`src/common/flash_pkg.sv`:
```
// Shared constants, types and helpers of the serial flash interface block
package flash_pkg;

  // Opcode values of the command set
  localparam logic [7:0] CMD_WRITE_UNLOCK      = 8'h10;
  localparam logic [7:0] CMD_WRITE_LOCK        = 8'h11;
  localparam logic [7:0] CMD_READ_STATUS       = 8'h12;
  localparam logic [7:0] CMD_WRITE_STATUS      = 8'h13;
  localparam logic [7:0] CMD_PAGE_WRITE        = 8'h15;
  localparam logic [7:0] CMD_REGION_CLEAR      = 8'h16;
  localparam logic [7:0] CMD_WHOLE_ARRAY_CLEAR = 8'h17;
  localparam logic [7:0] CMD_DEEP_SLEEP        = 8'h18;
  localparam logic [7:0] CMD_WAKE              = 8'h19;

  // Byte counts of complete command frames
  localparam logic [8:0] LEN_ONE_BYTE   = 9'h001;
  localparam logic [8:0] LEN_STATUS_WR  = 9'h002;
  localparam logic [8:0] LEN_REGION     = 9'h004;
  localparam logic [8:0] LEN_PAGE_MIN   = 9'h005;
  localparam logic [8:0] LEN_SATURATE   = 9'h1FF;

  // Status byte field positions
  localparam int STAT_BUSY_POS = 0;
  localparam int STAT_WEL_POS  = 1;
  localparam int STAT_BP_LSB   = 2;

  // Address field positions
  localparam int ADDR_W        = 21;
  localparam int SECT_LSB      = 16;
  localparam int PAGE_LSB      = 8;

  // Values after reset
  localparam logic [2:0] BP_RESET   = 3'h0;
  localparam logic [4:0] PINS_RESET = 5'h1D;

  // Default busy durations in clock cycles
  localparam int         BUSY_W        = 24;
  localparam logic [23:0] PROG_CYC_DEF  = 24'h00_1000;
  localparam logic [23:0] SECT_CYC_DEF  = 24'h00_8000;
  localparam logic [23:0] ALL_CYC_DEF   = 24'h01_0000;
  localparam logic [23:0] STAT_CYC_DEF  = 24'h00_0800;

  // Kinds of array operation handed to the storage back end
  localparam logic [1:0] OP_PROGRAM = 2'h1;
  localparam logic [1:0] OP_SECTOR  = 2'h2;
  localparam logic [1:0] OP_ARRAY   = 2'h3;

  // Serial link states
  typedef enum logic [3:0] {
    L_LOCKED = 4'h1,
    L_IDLE   = 4'h2,
    L_XFER   = 4'h4,
    L_PAUSE  = 4'h8
  } link_state_t;

  // Internal operation states
  typedef enum logic [1:0] {
    B_IDLE = 2'h1,
    B_RUN  = 2'h2
  } busy_state_t;

  // True when a sector falls in the area guarded by the protect level
  function automatic logic prot_hit(input logic [4:0] sect, input logic [2:0] bp);
    logic hit;
    hit = 1'b0;
    case (bp)
      3'h0: hit = 1'b0;
      3'h1: hit = (sect >= 5'h1F);
      3'h2: hit = (sect >= 5'h1E);
      3'h3: hit = (sect >= 5'h1C);
      3'h4: hit = (sect >= 5'h18);
      3'h5: hit = (sect >= 5'h10);
      default: hit = 1'b1;
    endcase
    return hit;
  endfunction : prot_hit

endpackage : flash_pkg

```
`src/logic/serial_flash_spi_slave.sv`:
```
// Device-side serial interface and write control of a serial flash
`timescale 1ns/1ps

// How it works
// [RQ1] Data-out shifts on serial clock falling edge
// [RQ2] Data-in sampled on serial clock rising edge
// [RQ3] Deselected means data-out released, high impedance
// [RQ4] No command before first select falling edge
// [RQ5] Pause tri-states output, ignores clock and data
// [RQ6] Host keeps select low throughout a pause
// [RQ7] Protect pin low blocks writes to guarded area
// [RQ8] Modes 0 and 3 both work
// [RQ9] Mode 0 host idles clock low
// [RQ10] Mode 3 host idles clock high
// [RQ11] Everything moves in whole eight-bit bytes
// [RQ12] Host unlocks, then sends page write frame
// [RQ13] Page write takes one to 256 bytes
// [RQ14] Programming only clears bits, never sets
// [RQ15] Host erases target bytes before programming
// [RQ16] Region clear and whole-array clear set ones
// [RQ17] Busy flag readable by status read, polled
// [RQ18] Active until internal operation ends, then standby
// [RQ19] Deep sleep ignores program and erase commands
// [RQ20] Unlock sets latch; completions and lock clear
// [RQ21] Opcode byte first, MSB first, after select
// [RQ22] Pause starts with clock low or next fall
// [RQ23] Busy lasts a configurable number of cycles
// [RQ24] Select rising mid-command abandons the command
module serial_flash_spi_slave
  import flash_pkg::*;
#(
  parameter logic [23:0] PROG_CYCLES = PROG_CYC_DEF,
  parameter logic [23:0] SECT_CYCLES = SECT_CYC_DEF,
  parameter logic [23:0] ALL_CYCLES  = ALL_CYC_DEF,
  parameter logic [23:0] STAT_CYCLES = STAT_CYC_DEF
) (
  input  wire logic              clk,
  input  wire logic              rst_n,
  input  wire logic              cs_n,
  input  wire logic              sck,
  input  wire logic              si,
  input  wire logic              hold_n,
  input  wire logic              wp_n,
  output logic                   so,
  output logic                   so_oe,
  output logic                   busy_flag,
  output logic                   write_enable_latch,
  output logic [2:0]             protect_level_bits,
  output logic                   deep_sleep,
  output logic                   active_mode,
  output logic                   pc_clear,
  output logic                   pc_valid,
  input  wire logic              pc_ready,
  output logic [ADDR_W-1:0]      pc_addr,
  output logic [7:0]             pc_data,
  input  wire logic [7:0]        pc_old,
  output logic                   op_start,
  output logic [1:0]             op_kind,
  output logic [ADDR_W-1:0]      op_addr
);

  // Filtered pin levels
  logic [4:0]        pins_f;
  logic              cs_f;          // Select, low active
  logic              sck_f;         // Serial clock
  logic              si_f;          // Serial data in
  logic              hold_f;        // Pause, low active
  logic              wp_f;          // Protect pin, low active

  // Edge history
  logic              cs_d_r;
  logic              sck_d_r;
  logic              cs_fall;
  logic              cs_rise;
  logic              sck_rise;
  logic              sck_fall;

  // Link control
  link_state_t       link_r;
  logic              pause_start;   // Pause begins this cycle
  logic              pause_end;     // Pause ends this cycle
  logic              rx_edge;       // Sampling edge that counts
  logic              tx_edge;       // Launch edge that counts

  // Receive path
  logic [6:0]        sh_r;          // Bits of the byte so far
  logic [2:0]        bit_cnt_r;     // Bits within current byte
  logic [8:0]        byte_cnt_r;    // Whole bytes this frame
  logic [7:0]        rx_byte;       // Byte completed at this edge
  logic              byte_done;
  logic [7:0]        opcode_r;
  logic [23:0]       addr_r;
  logic [2:0]        pend_bp_r;     // Protect level awaiting commit
  logic [7:0]        col_r;         // Column of next page byte
  logic              overrun_r;     // Buffer refused a page byte

  // Transmit path
  logic [7:0]        tx_r;
  logic [7:0]        cur_op;        // Opcode in force for this byte
  logic [7:0]        status_byte;

  // Page byte buffer
  logic              buf_push;
  logic              buf_in_ready;
  logic [15:0]       buf_out;

  // Internal operation control
  busy_state_t       busy_r;
  logic [BUSY_W-1:0] cnt_r;
  logic              frame_ok;      // Frame ended whole and idle
  logic              wr_ok;         // Latch set and awake
  logic              prot_sect;     // Target sector guarded
  logic              go_unlock;
  logic              go_lock;
  logic              go_stat;
  logic              go_page;
  logic              go_sect;
  logic              go_all;
  logic              go_sleep;
  logic              go_wake;
  logic              go_any;

  // Asynchronous pins pass the three-stage filter
  pin_sync #(
    .W       (5),
    .RST_VAL (PINS_RESET)
  ) u_sync (
    .clk   (clk),
    .rst_n (rst_n),
    .din   ({wp_n, hold_n, si, sck, cs_n}),
    .dout  (pins_f)
  );

  assign cs_f   = pins_f[0];
  assign sck_f  = pins_f[1];
  assign si_f   = pins_f[2];
  assign hold_f = pins_f[3];
  assign wp_f   = pins_f[4];

  // Previous filtered levels for edge finding
  always_ff @(posedge clk) begin
    if (!rst_n) begin
      cs_d_r  <= 1'b1;
      sck_d_r <= 1'b0;
    end else begin
      cs_d_r  <= cs_f;
      sck_d_r <= sck_f;
    end
  end

  assign cs_fall  = cs_d_r && !cs_f;
  assign cs_rise  = !cs_d_r && cs_f;
  assign sck_rise = !sck_d_r && sck_f;
  assign sck_fall = sck_d_r && !sck_f;

  // Pause waits for a low clock or the next falling clock edge
  assign pause_start = !hold_f && (!sck_f || sck_fall);      // [RQ22]
  assign pause_end   = hold_f && (!sck_f || sck_fall);

  // Edges count only while selected and unpaused
  assign rx_edge = (link_r == L_XFER) && sck_rise;           // [RQ2] [RQ8]
  assign tx_edge = (link_r == L_XFER) && sck_fall && !pause_start;  // [RQ1] [RQ8]

  // Link state; a select rise always drops back to idle, even in pause
  always_ff @(posedge clk) begin
    if (!rst_n) begin
      link_r <= L_LOCKED;
    end else begin
      unique case (link_r)
        L_LOCKED: begin
          if (cs_fall) begin                                 // [RQ4]
            link_r <= L_XFER;
          end
        end
        L_IDLE: begin
          if (cs_fall) begin
            link_r <= L_XFER;
          end
        end
        L_XFER: begin
          if (cs_rise) begin
            link_r <= L_IDLE;
          end else if (pause_start) begin                    // [RQ5]
            link_r <= L_PAUSE;
          end
        end
        L_PAUSE: begin
          if (cs_rise) begin
            link_r <= L_IDLE;
          end else if (pause_end) begin
            link_r <= L_XFER;
          end
        end
      endcase
    end
  end

  assign rx_byte   = {sh_r, si_f};
  assign byte_done = rx_edge && (bit_cnt_r == 3'h7);        // [RQ11]
  assign cur_op    = (byte_cnt_r == 9'h000) ? rx_byte : opcode_r;

  // Bit and byte counting; any select edge restarts the frame
  always_ff @(posedge clk) begin
    if (!rst_n) begin
      sh_r       <= 7'h00;
      bit_cnt_r  <= 3'h0;
      byte_cnt_r <= 9'h000;
    end else if (cs_rise || cs_fall) begin                   // [RQ24]
      bit_cnt_r  <= 3'h0;
      byte_cnt_r <= 9'h000;
    end else if (rx_edge) begin
      sh_r      <= rx_byte[6:0];                             // [RQ21]
      bit_cnt_r <= bit_cnt_r + 3'h1;
      if (byte_done && (byte_cnt_r != LEN_SATURATE)) begin
        byte_cnt_r <= byte_cnt_r + 9'h001;
      end
    end
  end

  // Opcode, address and status operand capture
  always_ff @(posedge clk) begin
    if (!rst_n) begin
      opcode_r  <= 8'h00;
      addr_r    <= 24'h00_0000;
      pend_bp_r <= BP_RESET;
    end else if (byte_done) begin
      if (byte_cnt_r == 9'h000) begin                        // [RQ21]
        opcode_r <= rx_byte;
      end
      if ((byte_cnt_r >= 9'h001) && (byte_cnt_r <= 9'h003)) begin
        addr_r <= {addr_r[15:0], rx_byte};
      end
      if ((byte_cnt_r == 9'h001) && (opcode_r == CMD_WRITE_STATUS)) begin
        pend_bp_r <= rx_byte[STAT_BP_LSB +: 3];
      end
    end
  end

  // Page bytes go to the buffer tagged with their column
  assign buf_push = byte_done && (byte_cnt_r >= 9'h004) &&
                    (opcode_r == CMD_PAGE_WRITE) && (busy_r == B_IDLE);

  // Column walk wraps inside the page, so byte 257 lands on the column of byte 1
  always_ff @(posedge clk) begin
    if (!rst_n) begin
      col_r     <= 8'h00;
      overrun_r <= 1'b0;
      pc_clear  <= 1'b0;
    end else begin
      pc_clear <= 1'b0;
      if (cs_fall) begin
        overrun_r <= 1'b0;
      end else if (buf_push && !buf_in_ready) begin
        overrun_r <= 1'b1;                    // Lost byte voids the frame
      end
      if (byte_done && (byte_cnt_r == 9'h003)) begin
        col_r    <= rx_byte;
        pc_clear <= (opcode_r == CMD_PAGE_WRITE) && (busy_r == B_IDLE);
      end else if (buf_push) begin
        col_r <= col_r + 8'h01;                              // [RQ13]
      end
    end
  end

  // Two-entry buffer absorbs back-end stalls between serial bytes
  pair_buf #(
    .W     (16),
    .DEPTH (2)
  ) u_buf (
    .clk       (clk),
    .rst_n     (rst_n),
    .in_valid  (buf_push),
    .in_ready  (buf_in_ready),
    .in_data   ({col_r, rx_byte}),
    .out_valid (pc_valid),
    .out_ready (pc_ready),
    .out_data  (buf_out)
  );

  assign pc_addr = {addr_r[ADDR_W-1:PAGE_LSB], buf_out[15:8]};
  // Merge with the stored byte so a zero never returns to one
  assign pc_data = buf_out[7:0] & pc_old;                    // [RQ14]

  // Status byte shows live busy, latch and protect level
  always_comb begin
    status_byte                           = 8'h00;
    status_byte[STAT_BUSY_POS]            = busy_flag;       // [RQ17]
    status_byte[STAT_WEL_POS]             = write_enable_latch;
    status_byte[STAT_BP_LSB +: 3]         = protect_level_bits;
  end

  // Output shifter; status repeats while clocked
  always_ff @(posedge clk) begin
    if (!rst_n) begin
      tx_r <= 8'h00;
      so   <= 1'b0;
    end else if (cs_fall) begin
      tx_r <= 8'h00;
    end else if (byte_done) begin
      tx_r <= (cur_op == CMD_READ_STATUS) ? status_byte : 8'h00;  // [RQ17]
    end else if (tx_edge) begin
      so   <= tx_r[7];                                       // [RQ1]
      tx_r <= {tx_r[6:0], 1'b0};
    end
  end

  // Driven only while selected and not paused
  assign so_oe = (link_r == L_XFER);                         // [RQ3] [RQ5]

  // Frame qualifiers at select rise; partial bytes never commit
  assign frame_ok  = cs_rise && (link_r == L_XFER) && (bit_cnt_r == 3'h0) &&
                     (busy_r == B_IDLE);                     // [RQ24] [RQ11]
  assign wr_ok     = write_enable_latch && !deep_sleep;      // [RQ19]
  assign prot_sect = !wp_f && prot_hit(addr_r[SECT_LSB +: 5], protect_level_bits);

  assign go_unlock = frame_ok && (opcode_r == CMD_WRITE_UNLOCK) && (byte_cnt_r == LEN_ONE_BYTE);
  assign go_lock   = frame_ok && (opcode_r == CMD_WRITE_LOCK) && (byte_cnt_r == LEN_ONE_BYTE);
  assign go_stat   = frame_ok && (opcode_r == CMD_WRITE_STATUS) &&
                     (byte_cnt_r == LEN_STATUS_WR) && write_enable_latch;
  assign go_page   = frame_ok && (opcode_r == CMD_PAGE_WRITE) && wr_ok &&
                     (byte_cnt_r >= LEN_PAGE_MIN) && !overrun_r && !prot_sect;  // [RQ7] [RQ13]
  assign go_sect   = frame_ok && (opcode_r == CMD_REGION_CLEAR) && wr_ok &&
                     (byte_cnt_r == LEN_REGION) && !prot_sect;                  // [RQ7]
  assign go_all    = frame_ok && (opcode_r == CMD_WHOLE_ARRAY_CLEAR) && wr_ok &&
                     (byte_cnt_r == LEN_ONE_BYTE) &&
                     (wp_f || (protect_level_bits == BP_RESET));                // [RQ7]
  assign go_sleep  = frame_ok && (opcode_r == CMD_DEEP_SLEEP) && (byte_cnt_r == LEN_ONE_BYTE);
  assign go_wake   = frame_ok && (opcode_r == CMD_WAKE) && (byte_cnt_r == LEN_ONE_BYTE);
  assign go_any    = go_stat || go_page || go_sect || go_all;

  // Busy sequencing with a cycle count per kind of operation
  always_ff @(posedge clk) begin
    if (!rst_n) begin
      busy_r <= B_IDLE;
      cnt_r  <= '0;
    end else begin
      unique case (busy_r)
        B_IDLE: begin
          if (go_any) begin
            busy_r <= B_RUN;                                 // [RQ23]
            if (go_page) begin
              cnt_r <= PROG_CYCLES;
            end else if (go_sect) begin
              cnt_r <= SECT_CYCLES;
            end else if (go_all) begin
              cnt_r <= ALL_CYCLES;
            end else begin
              cnt_r <= STAT_CYCLES;
            end
          end
        end
        B_RUN: begin
          if (cnt_r <= 24'h00_0001) begin
            busy_r <= B_IDLE;
          end else begin
            cnt_r <= cnt_r - 24'h00_0001;
          end
        end
      endcase
    end
  end

  // Array operation request to the storage back end
  always_ff @(posedge clk) begin
    if (!rst_n) begin
      op_start <= 1'b0;
      op_kind  <= OP_PROGRAM;
      op_addr  <= '0;
    end else begin
      op_start <= go_page || go_sect || go_all;
      if (go_page || go_sect || go_all) begin
        op_addr <= addr_r[ADDR_W-1:0];
        op_kind <= go_page ? OP_PROGRAM : (go_sect ? OP_SECTOR : OP_ARRAY);  // [RQ16]
      end
    end
  end

  // Write latch; cleared on completion or lock
  always_ff @(posedge clk) begin
    if (!rst_n) begin
      write_enable_latch <= 1'b0;                            // [RQ20]
    end else if (go_unlock) begin
      write_enable_latch <= 1'b1;                            // [RQ20]
    end else if (go_lock || ((busy_r == B_RUN) && (cnt_r <= 24'h00_0001))) begin
      write_enable_latch <= 1'b0;                            // [RQ20]
    end
  end

  // Protect level takes the new value as the status write starts
  always_ff @(posedge clk) begin
    if (!rst_n) begin
      protect_level_bits <= BP_RESET;
    end else if (go_stat) begin
      protect_level_bits <= pend_bp_r;
    end
  end

  // Deep sleep; the wake command is the only way out
  always_ff @(posedge clk) begin
    if (!rst_n) begin
      deep_sleep <= 1'b0;
    end else if (go_sleep) begin
      deep_sleep <= 1'b1;                                    // [RQ19]
    end else if (go_wake) begin
      deep_sleep <= 1'b0;
    end
  end

  // Busy flag and power mode
  always_ff @(posedge clk) begin
    if (!rst_n) begin
      busy_flag   <= 1'b0;
      active_mode <= 1'b0;
    end else begin
      busy_flag   <= go_any || ((busy_r == B_RUN) && (cnt_r > 24'h00_0001));    // [RQ17]
      active_mode <= !cs_f || go_any || (busy_r == B_RUN);   // [RQ18]
    end
  end

endmodule : serial_flash_spi_slave

```
`src/logic/pin_sync.sv`:
```
// Three-stage synchroniser with agreement filter for asynchronous pins
`timescale 1ns/1ps
module pin_sync #(
  parameter int           W       = 1,
  parameter logic [W-1:0] RST_VAL = {W{1'b0}}
) (
  input  wire logic         clk,
  input  wire logic         rst_n,
  input  wire logic [W-1:0] din,
  output logic      [W-1:0] dout
);

  logic [W-1:0] s1_r;  // First stage, read only by s2_r
  logic [W-1:0] s2_r;  // Second stage
  logic [W-1:0] s3_r;  // Third stage

  // Plain shift chain
  always_ff @(posedge clk) begin
    if (!rst_n) begin
      s1_r <= RST_VAL;
      s2_r <= RST_VAL;
      s3_r <= RST_VAL;
    end else begin
      s1_r <= din;
      s2_r <= s1_r;
      s3_r <= s2_r;
    end
  end

  // A change counts only once stages two and three agree
  always_ff @(posedge clk) begin
    if (!rst_n) begin
      dout <= RST_VAL;
    end else begin
      dout <= (~(s2_r ^ s3_r) & s3_r) | ((s2_r ^ s3_r) & dout);
    end
  end

endmodule : pin_sync

```
`src/logic/pair_buf.sv`:
```
// Small valid/ready buffer built from flip-flops
`timescale 1ns/1ps
module pair_buf #(
  parameter int W     = 16,
  parameter int DEPTH = 2
) (
  input  wire logic         clk,
  input  wire logic         rst_n,
  input  wire logic         in_valid,
  output logic              in_ready,
  input  wire logic [W-1:0] in_data,
  output logic              out_valid,
  input  wire logic         out_ready,
  output logic      [W-1:0] out_data
);

  localparam int AW = (DEPTH > 1) ? $clog2(DEPTH) : 1;

  logic [W-1:0]  mem_r [DEPTH];  // Storage entries
  logic [AW-1:0] wr_ptr_r;       // Next slot to fill
  logic [AW-1:0] rd_ptr_r;       // Oldest slot
  logic [AW:0]   cnt_r;          // Entries held
  logic          push;
  logic          pop;

  assign in_ready  = (cnt_r != (AW+1)'(DEPTH));
  assign out_valid = (cnt_r != '0);
  assign out_data  = mem_r[rd_ptr_r];
  assign push      = in_valid && in_ready;
  assign pop       = out_valid && out_ready;

  // Storage needs no reset; empty slots are never shown
  always_ff @(posedge clk) begin
    if (push) begin
      mem_r[wr_ptr_r] <= in_data;
    end
  end

  // Pointers wrap at the depth
  always_ff @(posedge clk) begin
    if (!rst_n) begin
      wr_ptr_r <= '0;
      rd_ptr_r <= '0;
    end else begin
      if (push) begin
        wr_ptr_r <= (wr_ptr_r == AW'(DEPTH - 1)) ? '0 : wr_ptr_r + 1'b1;
      end
      if (pop) begin
        rd_ptr_r <= (rd_ptr_r == AW'(DEPTH - 1)) ? '0 : rd_ptr_r + 1'b1;
      end
    end
  end

  // Fill level
  always_ff @(posedge clk) begin
    if (!rst_n) begin
      cnt_r <= '0;
    end else if (push && !pop) begin
      cnt_r <= cnt_r + 1'b1;
    end else if (pop && !push) begin
      cnt_r <= cnt_r - 1'b1;
    end
  end

endmodule : pair_buf

```
`config.mk`:
```
export PLATFORM = sky130hd
export DESIGN_NAME = serial_flash_spi_slave
export DESIGN_NICKNAME = d
export VERILOG_FILES = /design/src/common/flash_pkg.sv /design/src/logic/serial_flash_spi_slave.sv /design/src/logic/pin_sync.sv /design/src/logic/pair_buf.sv
export SDC_FILE = /design/constraint.sdc
export NUM_CORES = 1
export LEC_CHECK = 0
export BUFFER_PORTS_ARGS = -buffer_cell sky130_fd_sc_hd__buf_2
export CORE_MARGIN = 3
export CORE_UTILIZATION = 50
export DETAILED_ROUTE_END_ITERATION = 10
export GPL_TIMING_DRIVEN = 0
export PLACE_DENSITY = 0.74
export SYNTH_ARGS = -nofsm -noshare
export SYNTH_HDL_FRONTEND = slang
export SYNTH_HIERARCHICAL = 1
export SYNTH_SLANG_ARGS = --single-unit
```
`constraint.sdc`:
```
create_clock -name clk -period 7.5 [get_ports clk]
set_clock_uncertainty 0.15 [all_clocks]
set_input_delay 0.375 -clock clk [delete_from_list [all_inputs] [get_ports clk]]
set_output_delay 0.375 -clock clk [all_outputs]
set_load 0.1 [all_outputs]
```
# Word-level counts from Yosys, hierarchy flattened
# Memories as Yosys holds them, arrays and structs flattened. A register that Yosys moved wholly into a read port is not among the register bits.
# Index checks and enable logic that the tools add are counted.
# totals
output_inout_bits	64
ff_bits	157
ram_bits	32
n_memories	1
# op_classes
n_eq_ne	33
n_addsub	8
muxes	36
reduce_logical	100
bitwise_logic	10
n_lt_le_gt_ge	11
# mem_list
memory	words	word_bits	rd	rd_ports_with_merged_regs	write_ports	line	source
u_buf.mem_r	2	16	1	1	1	pair_buf.sv:19	logic [W-1:0] mem_r [DEPTH];
# op_table
op	count
== test 8 x 5 -> 1 bit, second input constant	9
logical AND 1 bit	54
2-to-1 mux 17 bit	3
2-to-1 mux 24 bit	2
case mux 24 bit (2 select lines)	1
2-to-1 mux 8 bit	5
greater-or-equal comparator 5 bit, second input constant	5
greater-than comparator 24 x 1 -> 1 bit, second input constant	1
less-or-equal comparator 24 x 1 -> 1 bit, second input constant	1
subtractor 24 x 1 -> 24 bit, second input constant	1
2-to-1 mux 4 bit	5
== test 9 x 2 -> 1 bit, second input constant	2
greater-or-equal comparator 9 x 3 -> 1 bit, second input constant	2
AND reduction 2 bit	7
zero test 1 bit	13
logical OR 1 bit	12
case mux 4 bit (3 select lines)	1
nonzero test 2 bit	6
2-to-1 mux 1 bit	11
AND 5 bit	2
2-to-1 mux 2 bit	5
adder 9 x 1 -> 9 bit, second input constant	1
== test 3 bit, second input constant	3
== test 9 x 1 -> 1 bit, second input constant	1
other kinds (33)	45

# Logic depth before layout (Yosys ltp)
# Gate-level depths: netlist of run 1.
# depth
depth_word	15
ltp_mapped	12
depth_no_buf	10

# Hierarchy
# Netlist of run 1, hierarchy kept.
# modules_own_cells
module	area_each_um2	seq_area_each_um2	cells_per_inst	instances
serial_flash_spi_slave	6079.6	2662.6	711	1
pair_buf	1393.8	1061.0	74	1
pin_sync	585.6	400.4	52	1

# Worst setup path after synthesis of run 1
# OpenSTA, ideal clock, no wires.
# synth_path
kind	reg-to-reg
startpoint	register write_enable_latch
endpoint	register, netlist name cnt_r[13]
setup_slack_ns	3.979
synth_period_minus_slack_ns	3.521
setup_ns	0.125
arrival_ns	3.246
path_stages_with_launch	10
cell_sequence	dfxtp_1 > nor4bb_1 > or4b_2 > a21o_1 > buf_2 > and2_4 > clkbuf_1 > buf_2 > o31ai_1 > a21oi_2
# synth_rtl
item	line	source
start, declared	serial_flash_spi_slave.sv:47	output logic write_enable_latch,
start signal, assigned	serial_flash_spi_slave.sv:381	write_enable_latch <= 1'b0;
start signal, assigned	serial_flash_spi_slave.sv:383	write_enable_latch <= 1'b1;
start signal, assigned	serial_flash_spi_slave.sv:385	write_enable_latch <= 1'b0;

==> flow_summary_export.csv, run 1 <==
group,metric,value,unit
logic_synthesis,netlist_instances,837,
clock_tree,cts_tree,"built",
power,total_leakage_power,3.64,nW
grt,grtUsageTotal,0.208,
timing,fin_tns_setup,0,ps
placement,placedInstanceArea,8720,um^2
route,drtAntennaViolNets,0,
final_layout,nets,970,
final_layout,drive_gt1_frac,0.181,
final_layout,antenna_cells,0,
worst_setup_path,end_kind,"register",
clock_tree,postCtsHoldBufs,5,
final_layout,fill_cells,1312,
timing,relSlewSlack,0.292,
worst_setup_path,reg2reg_depth,8,
worst_setup_path,cp.arrival,3920,ps
timing,post-route-min-period,3720,ps
floorplan,core,15500,um^2
floorplan,fp.dieH,133,um
power,vdd_drop_max,0.195,mV
worst_setup_path,cp_cell_sequence,"or4_1 > nor4b_1 > and4_1 > clkbuf_1 > buf_2 > buf_1 > o31ai_1 > a21oi_1",
timing,final_hold_viol_count,0,
clock_tree,numCtsBuffers,17,
final_layout,final_cell_area,9340,um^2
route,vias_per_cell,5.51,
floorplan,initial_core_util,0.520,
logic_synthesis,yosys_most_used_dff,"dfxtp_1",
logic_synthesis,synth_enable_flop_cells,32,
logic_synthesis,synth_top_area_share,0.392,
outcome,outcome,"complete, no violations",
logic_synthesis,async_flop_share,0,
route,wire_per_inst,15.7,um
grt,grt_overflow,0,
timing,fmax,0.269,GHz
power,powerDensity,241,nW/um^2
final_layout,area_delta_synth_final,15.9,%
worst_setup_path,cp_max_fo,10,
clock_tree,clk_pin_slew,70,ps
floorplan,rows,45,
logic_synthesis,synthDominantAreaCellType,"dfxtp_1",
floorplan,boundaryPins,80,
logic_synthesis,synth.distinct_cells,70,
timing,rsz0062_at_grt,"false",
route,route.detailed.drc,0,
worst_setup_path,crit_path_start_kind,"register",
worst_setup_path,slowest_delay,830,ps
worst_setup_path,timing.rr.start,"cnt_r[2]",
logic_synthesis,synth_area,8060,um^2
route,vias,6404,
route,routed_wl,18200,um
logic_synthesis,avgSynthCellArea,9.63,um^2
logic_synthesis,synth-seq-cells,190,
worst_setup_path,crit_required,7710,ps
run,maxCapViolCount,0,
timing,slew_viol_final,0,
worst_setup_path,crit_start,"cnt_r[2]",
clock_tree,cts.sinks,190,
clock_tree,h-tree-depth,4,
logic_synthesis,synth_seq_area_share,0.512,
floorplan,die_w,133,um
timing,setup_viol,0,
timing,worst_pin_slew,1050,ps
worst_setup_path,critPathKind,"register to register",
clock_tree,clk_latency,430,ps
logic_synthesis,synth_area_leaders,"dfxtp_1 (39%), edfxtp_1 (12%), mux2i_1 (5.7%)",
timing,whs,198,ps
worst_hold_path,hold_path.class,"input port to register",
grt,grt_start_max_net_pins,18,
grt,grt_pass1_vias,5856,
clock_tree,cts-root-buf,"clkbuf_16",
floorplan,dieArea,17700,um^2
timing,period_share,0.495,
placement,gp_congestion,0.892,
worst_setup_path,critPathSlowestCell,"nor4b_1",
placement,portBuffers,79,
grt,grt_pass1_wl,30000,um
logic_synthesis,syn_nets,867,
clock_tree,cts.repair.resized,0,
route,dr.pass1.iters,5,
route,drt_iter0_drc,471,
worst_setup_path,r2r_end,"cnt_r[23]",
worst_setup_path,reg2reg_setup_slack,3780,ps
clock_tree,cts_buffer_depth,2,
logic_synthesis,ys_warn_count,6,
worst_setup_path,endpoint,"cnt_r[23]",
placement,hpwl,12700,um
grt,antenna_found_initial,0,
clock_tree,postCtsSetupRepairBufs,0,
[cells in the mapped netlist, drive strengths merged, types with 3 or more instances]
master and count:
or4 17, nor4 9, nand2 84, dfxtp 158, xor2 6, nand4 9
a21boi 4, xnor2 12, o31ai 12, edfxtp 32, ha 14, nand3 17
and2 19, and3 5, a21oi 73, clkbuf 21, nand3b 7, buf 28
nor4b 7, nand2b 17, or3 14, a211oi 3, or4b 3, nor3 11
mux2i 46, mux2 16, o21ai 26, nor2 101, o221ai 3, inv 21
or2 6
[layout by cell type (no fill, tap or decap), types with 4 or more instances in the layout]
master	n
and2_1	18
a21oi_1	71
clkbuf_16	19
nand4_1	9
buf_2	89
xnor2_1	12
xor2_1	6
edfxtp_1	32
nand2_1	84
dfxtp_1	158
o21ai_0	18
mux2_2	16
nand2b_1	16
nand3_1	17
o31ai_1	12
nor4b_1	7
clkbuf_1	23
or3_1	14
mux2i_1	46
and3_1	5
or2_2	6
nor3_1	10
dlygate4sd3_1	5
inv_6	4
inv_1	20
nor2_1	101
ha_1	14
or4_1	14
nand3b_1	7
buf_4	13
nor4_1	8
o21ai_1	7
[per-stage QoR]
| step | total power, mW | worst slack (ps) | utilization | cells |
|---|---|---|---|---|
| 6_report | 2.25 | 3780 | 0.603 | 1163 |
| 5_1_grt | 2.34 | 3640 | 0.603 | 1163 |
| 4_1_cts | 2.26 | 3890 | 0.603 | 1163 |
| 3_5_place_dp | 1.40 | 3860 | 0.563 | 1127 |
| 3_3_place_gp | 1.39 | 3860 | 0.563 | 1127 |
| 2_1_floorplan | 1.33 | 3980 | - | 837 |
[layout make-up]
class | instances | area (um^2) | area share
sequential | 190 | 4120 | 0.442
multi-input combinational | 576 | 3590 | 0.385
clock buffer | 22 | 497 | 0.0532
timing repair buffer | 84 | 445 | 0.0477
tap | 211 | 264 | 0.0283
buffer | 49 | 260 | 0.0279
inverter | 22 | 82.6 | 0.00884
clock inverter | 9 | 71.3 | 0.00764
[critical path: cells and delay by family (launching register included)]
| family | cells | cell delay [ps] |
|---|---|---|
| AOI/OAI and AO/OA | 2 | 320 |
| buffers and inverters | 3 | 1090 |
| DFF | 1 | 350 |
| and+or+nand+nor | 3 | 1730 |
[sequential cells by signal (all words and copies together), names as in the netlist, 7 cells and up, named ones only]
name and count:
col_r 8, addr_r 21, byte_cnt_r 9, opcode_r 8
u_buf/mem_r 32, sh_r 7, cnt_r 24, op_addr 21
tx_r 8
[worst min-delay path by stage]
stage / from / end / cells past startpoint
4_1_cts: rst_n / u_buf/wr_ptr_r / 2
5_1_grt: rst_n / u_buf/cnt_r[1] / 2
3_3_place_gp: u_sync/s1_r[0] / u_sync/s2_r[0] / 1
2_1_floorplan: u_sync/s1_r[0] / u_sync/s2_r[0] / 1
6_report: rst_n / u_buf/wr_ptr_r / 2
3_5_place_dp: u_sync/s1_r[3] / u_sync/s2_r[3] / 1
[power by group]
part / internal, mW / switching, mW / leakage [nW]
combinational: 0.117 / 0.184 / 1.79
clock: 0.477 / 0.387 / 0.276
sequential: 1.06 / 0.0245 / 1.57
[routing by layer]
layer / GRT usage / vias to the layer above / wire length (um) / share of wire
met3: 0.0373 / 23 / 1120 / 0.061
met4: 0.0704 / 0 / 255 / 0.014
met2: 0.320 / 211 / 8280 / 0.45
li1: - / 3157 / - / -
met1: 0.295 / 3013 / 8570 / 0.47
met5: 0 / - / 0 / 0
[cells by family after synthesis]
| group | Yosys count | synth area share |
|---|---|---|
| simple gates | 334 | 0.212 |
| flops | 190 | 0.512 |
| compound gates | 148 | 0.113 |
| buf+inv | 71 | 0.0425 |
| mux | 62 | 0.0795 |
| xor+xnor | 18 | 0.0196 |
| fa+ha+maj | 14 | 0.0217 |
Power figures use the tool's default switching activity.
==> run 2: changes to the inputs <==
--- a/config.mk
+++ b/config.mk
@@ -10,7 +10,7 @@
 export CORE_UTILIZATION = 50
 export DETAILED_ROUTE_END_ITERATION = 10
 export GPL_TIMING_DRIVEN = 0
-export PLACE_DENSITY = 0.74
+export PLACE_DENSITY = 0.77
 export SYNTH_ARGS = -nofsm -noshare
 export SYNTH_HDL_FRONTEND = slang
 export SYNTH_HIERARCHICAL = 1
==> constraint.sdc (replaced) <==
create_clock -name clk -period 3.2 [get_ports clk]
set_clock_uncertainty 0.15 [all_clocks]
set_input_delay 0.16 -clock clk [delete_from_list [all_inputs] [get_ports clk]]
set_output_delay 0.16 -clock clk [all_outputs]
set_load 0.1 [all_outputs]
==> flow_summary_export.csv, run 2 (synthesized netlist as in run 1, its figures left out) <==
group,metric,value,unit
worst_setup_path,cp_max_fo,10,
final_layout,antenna_cells,0,
placement,hpwl,12800,um
grt,antenna_found_initial,0,
clock_tree,clk_latency,430,ps
outcome,violations,"setup timing",
timing,fmax,0.310,GHz
final_layout,final_common_cell,"dfxtp_1",
power,vdd_drop_max,0.425,mV
final_layout,final_cell_mix,"dfxtp_1 (155), nor2_1 (101), buf_2 (85)",
final_layout,drive_gt1_frac,0.239,
grt,grt_start_max_net_pins,19,
timing,post-route-min-period,3220,ps
route,vias,6543,
timing,rsz0062_at_grt,"true",
final_layout,reg_top3,"u_buf/mem_r x32, cnt_r x24",
route,vias_per_cell,5.57,
outcome,outcome,"finished, violations left",
route,drt_iter0_drc,535,
worst_hold_path,hold_path.class,"input port to register",
final_layout,area_delta_synth_final,20.2,%
final_layout,nets,980,
power,total_leakage_power,3.75,nW
clock_tree,cts.sinks,190,
worst_setup_path,crit_required,3370,ps
grt,grtUsageTotal,0.210,
timing,whs,87.1,ps
clock_tree,cts_tree,"built",
timing,period_share,1.01,
worst_setup_path,crit_path_start_kind,"register",
final_layout,regMostFlops,"u_buf/mem_r",
clock_tree,cts_buffer_depth,2,
floorplan,fp.dieH,133,um
floorplan,dieArea,17700,um^2
worst_setup_path,cp.arrival,3390,ps
route,wire_per_inst,16.3,um
floorplan,boundaryPins,80,
route,routed_wl,19100,um
worst_setup_path,end_kind,"register",
route,route.detailed.drc,0,
timing,relSlewSlack,0.251,
timing,worst_pin_slew,1110,ps
clock_tree,clk_pin_slew,70,ps
worst_setup_path,critPathKind,"register to register",
timing,setup_viol,5,
grt,grt_pass1_wl,30200,um
placement,portBuffers,79,
run,maxCapViolCount,0,
final_layout,largest_register_ff_count,32,
clock_tree,numCtsBuffers,17,
route,drtAntennaViolNets,0,
floorplan,die_w,133,um
power,powerDensity,562,nW/um^2
grt,grt_overflow,0,
floorplan,initial_core_util,0.520,
placement,place_ws,-429,ps
final_layout,fill_cells,1223,
clock_tree,h-tree-depth,4,
timing,final_hold_viol_count,0,
grt,grt_pass1_vias,6072,
route,dr.pass1.iters,5,
clock_tree,cts-root-buf,"clkbuf_16",
floorplan,core,15500,um^2
timing,slew_viol_final,0,
floorplan,rows,45,
timing,fin_ws,-23.5,ps
placement,gp_congestion,0.868,
run 2: cell types whose count changed in the layout (fill, tap and decap cells not counted), moves of 5 or more:
cell | previous run | this run
a21oi_1 | 71 | 60
clkbuf_1 | 23 | 17
or4_4 | 3 | 9
or4_1 | 14 | 8
buf_4 | 13 | 22
o31ai_1 | 12 | 6
buf_6 | 2 | 7
a21oi_2 | 2 | 13
run 2: routing by layer:
metal / share of wire / GRT usage / wire length (um)
met5: 0 / 0 / 0
met4: 0.018 / 0.0699 / 342
met3: 0.058 / 0.0403 / 1110
met2: 0.47 / 0.342 / 9050
met1: 0.45 / 0.283 / 8620
run 2: cell type report:
| class | count | area, um^2 | area share |
|---|---|---|---|
| Sequential cell | 190 | 4130 | 0.426 |
| Multi-Input combinational cell | 576 | 3790 | 0.391 |
| Timing Repair Buffer | 97 | 574 | 0.0593 |
| Clock buffer | 18 | 429 | 0.0443 |
| Buffer | 46 | 293 | 0.0302 |
| Tap cell | 211 | 264 | 0.0273 |
| Clock inverter | 14 | 124 | 0.0128 |
| Inverter | 22 | 88.8 | 0.00917 |
run 2: power by group:
group	switching [mW]	internal, mW	leakage [nW]
registers	0.0722	2.49	1.57
logic	0.521	0.367	1.91
clock network	0.974	1.03	0.269
run 2: through the flow:
step	instance area, um^2	utilization	total power [mW]	std cells	setup TNS, ps
finish	9690	0.626	5.44	1174	-48.7
detailed placement	8720	0.563	3.28	1127	-13120
CTS	9420	0.608	5.28	1166	0
global placement	8720	0.563	3.26	1127	-15280
global route	9690	0.626	5.64	1174	-630
floorplan	8060	-	3.12	837	0
run 2: worst paths after layout:
kind	start	endpoint	slack, ps	cells after the start
max	link_r[1]	cnt_r[2]	-20	10
min	pc_ready	u_buf/rd_ptr_r	90	4
max reg2reg	link_r[1]	cnt_r[2]	-20	10
min reg2reg	u_sync/s1_r[0]	u_sync/s2_r[0]	260	1
run 2: worst max-delay path, cell delays in order, from the launching register on:
cell and delay [ps]:
dfxtp_2 340, or4b_4 540, buf_8 140, or4_4 560, a21o_1 240, a21o_4 230, and2_4 180, buf_6 150
buf_6 160, o31ai_1 340, a21oi_2 90
run 2: what timing repair did:
action / CTS / global route
hold endpoints to repair: 10 / 0
endpoints found under the setup margin: 80 / 76
setup buffers: 3 / 7
hold buffers: 6 / 0
gates cloned: 0 / 2
pin swaps: 3 / 20
gates resized for setup: 17 / 55
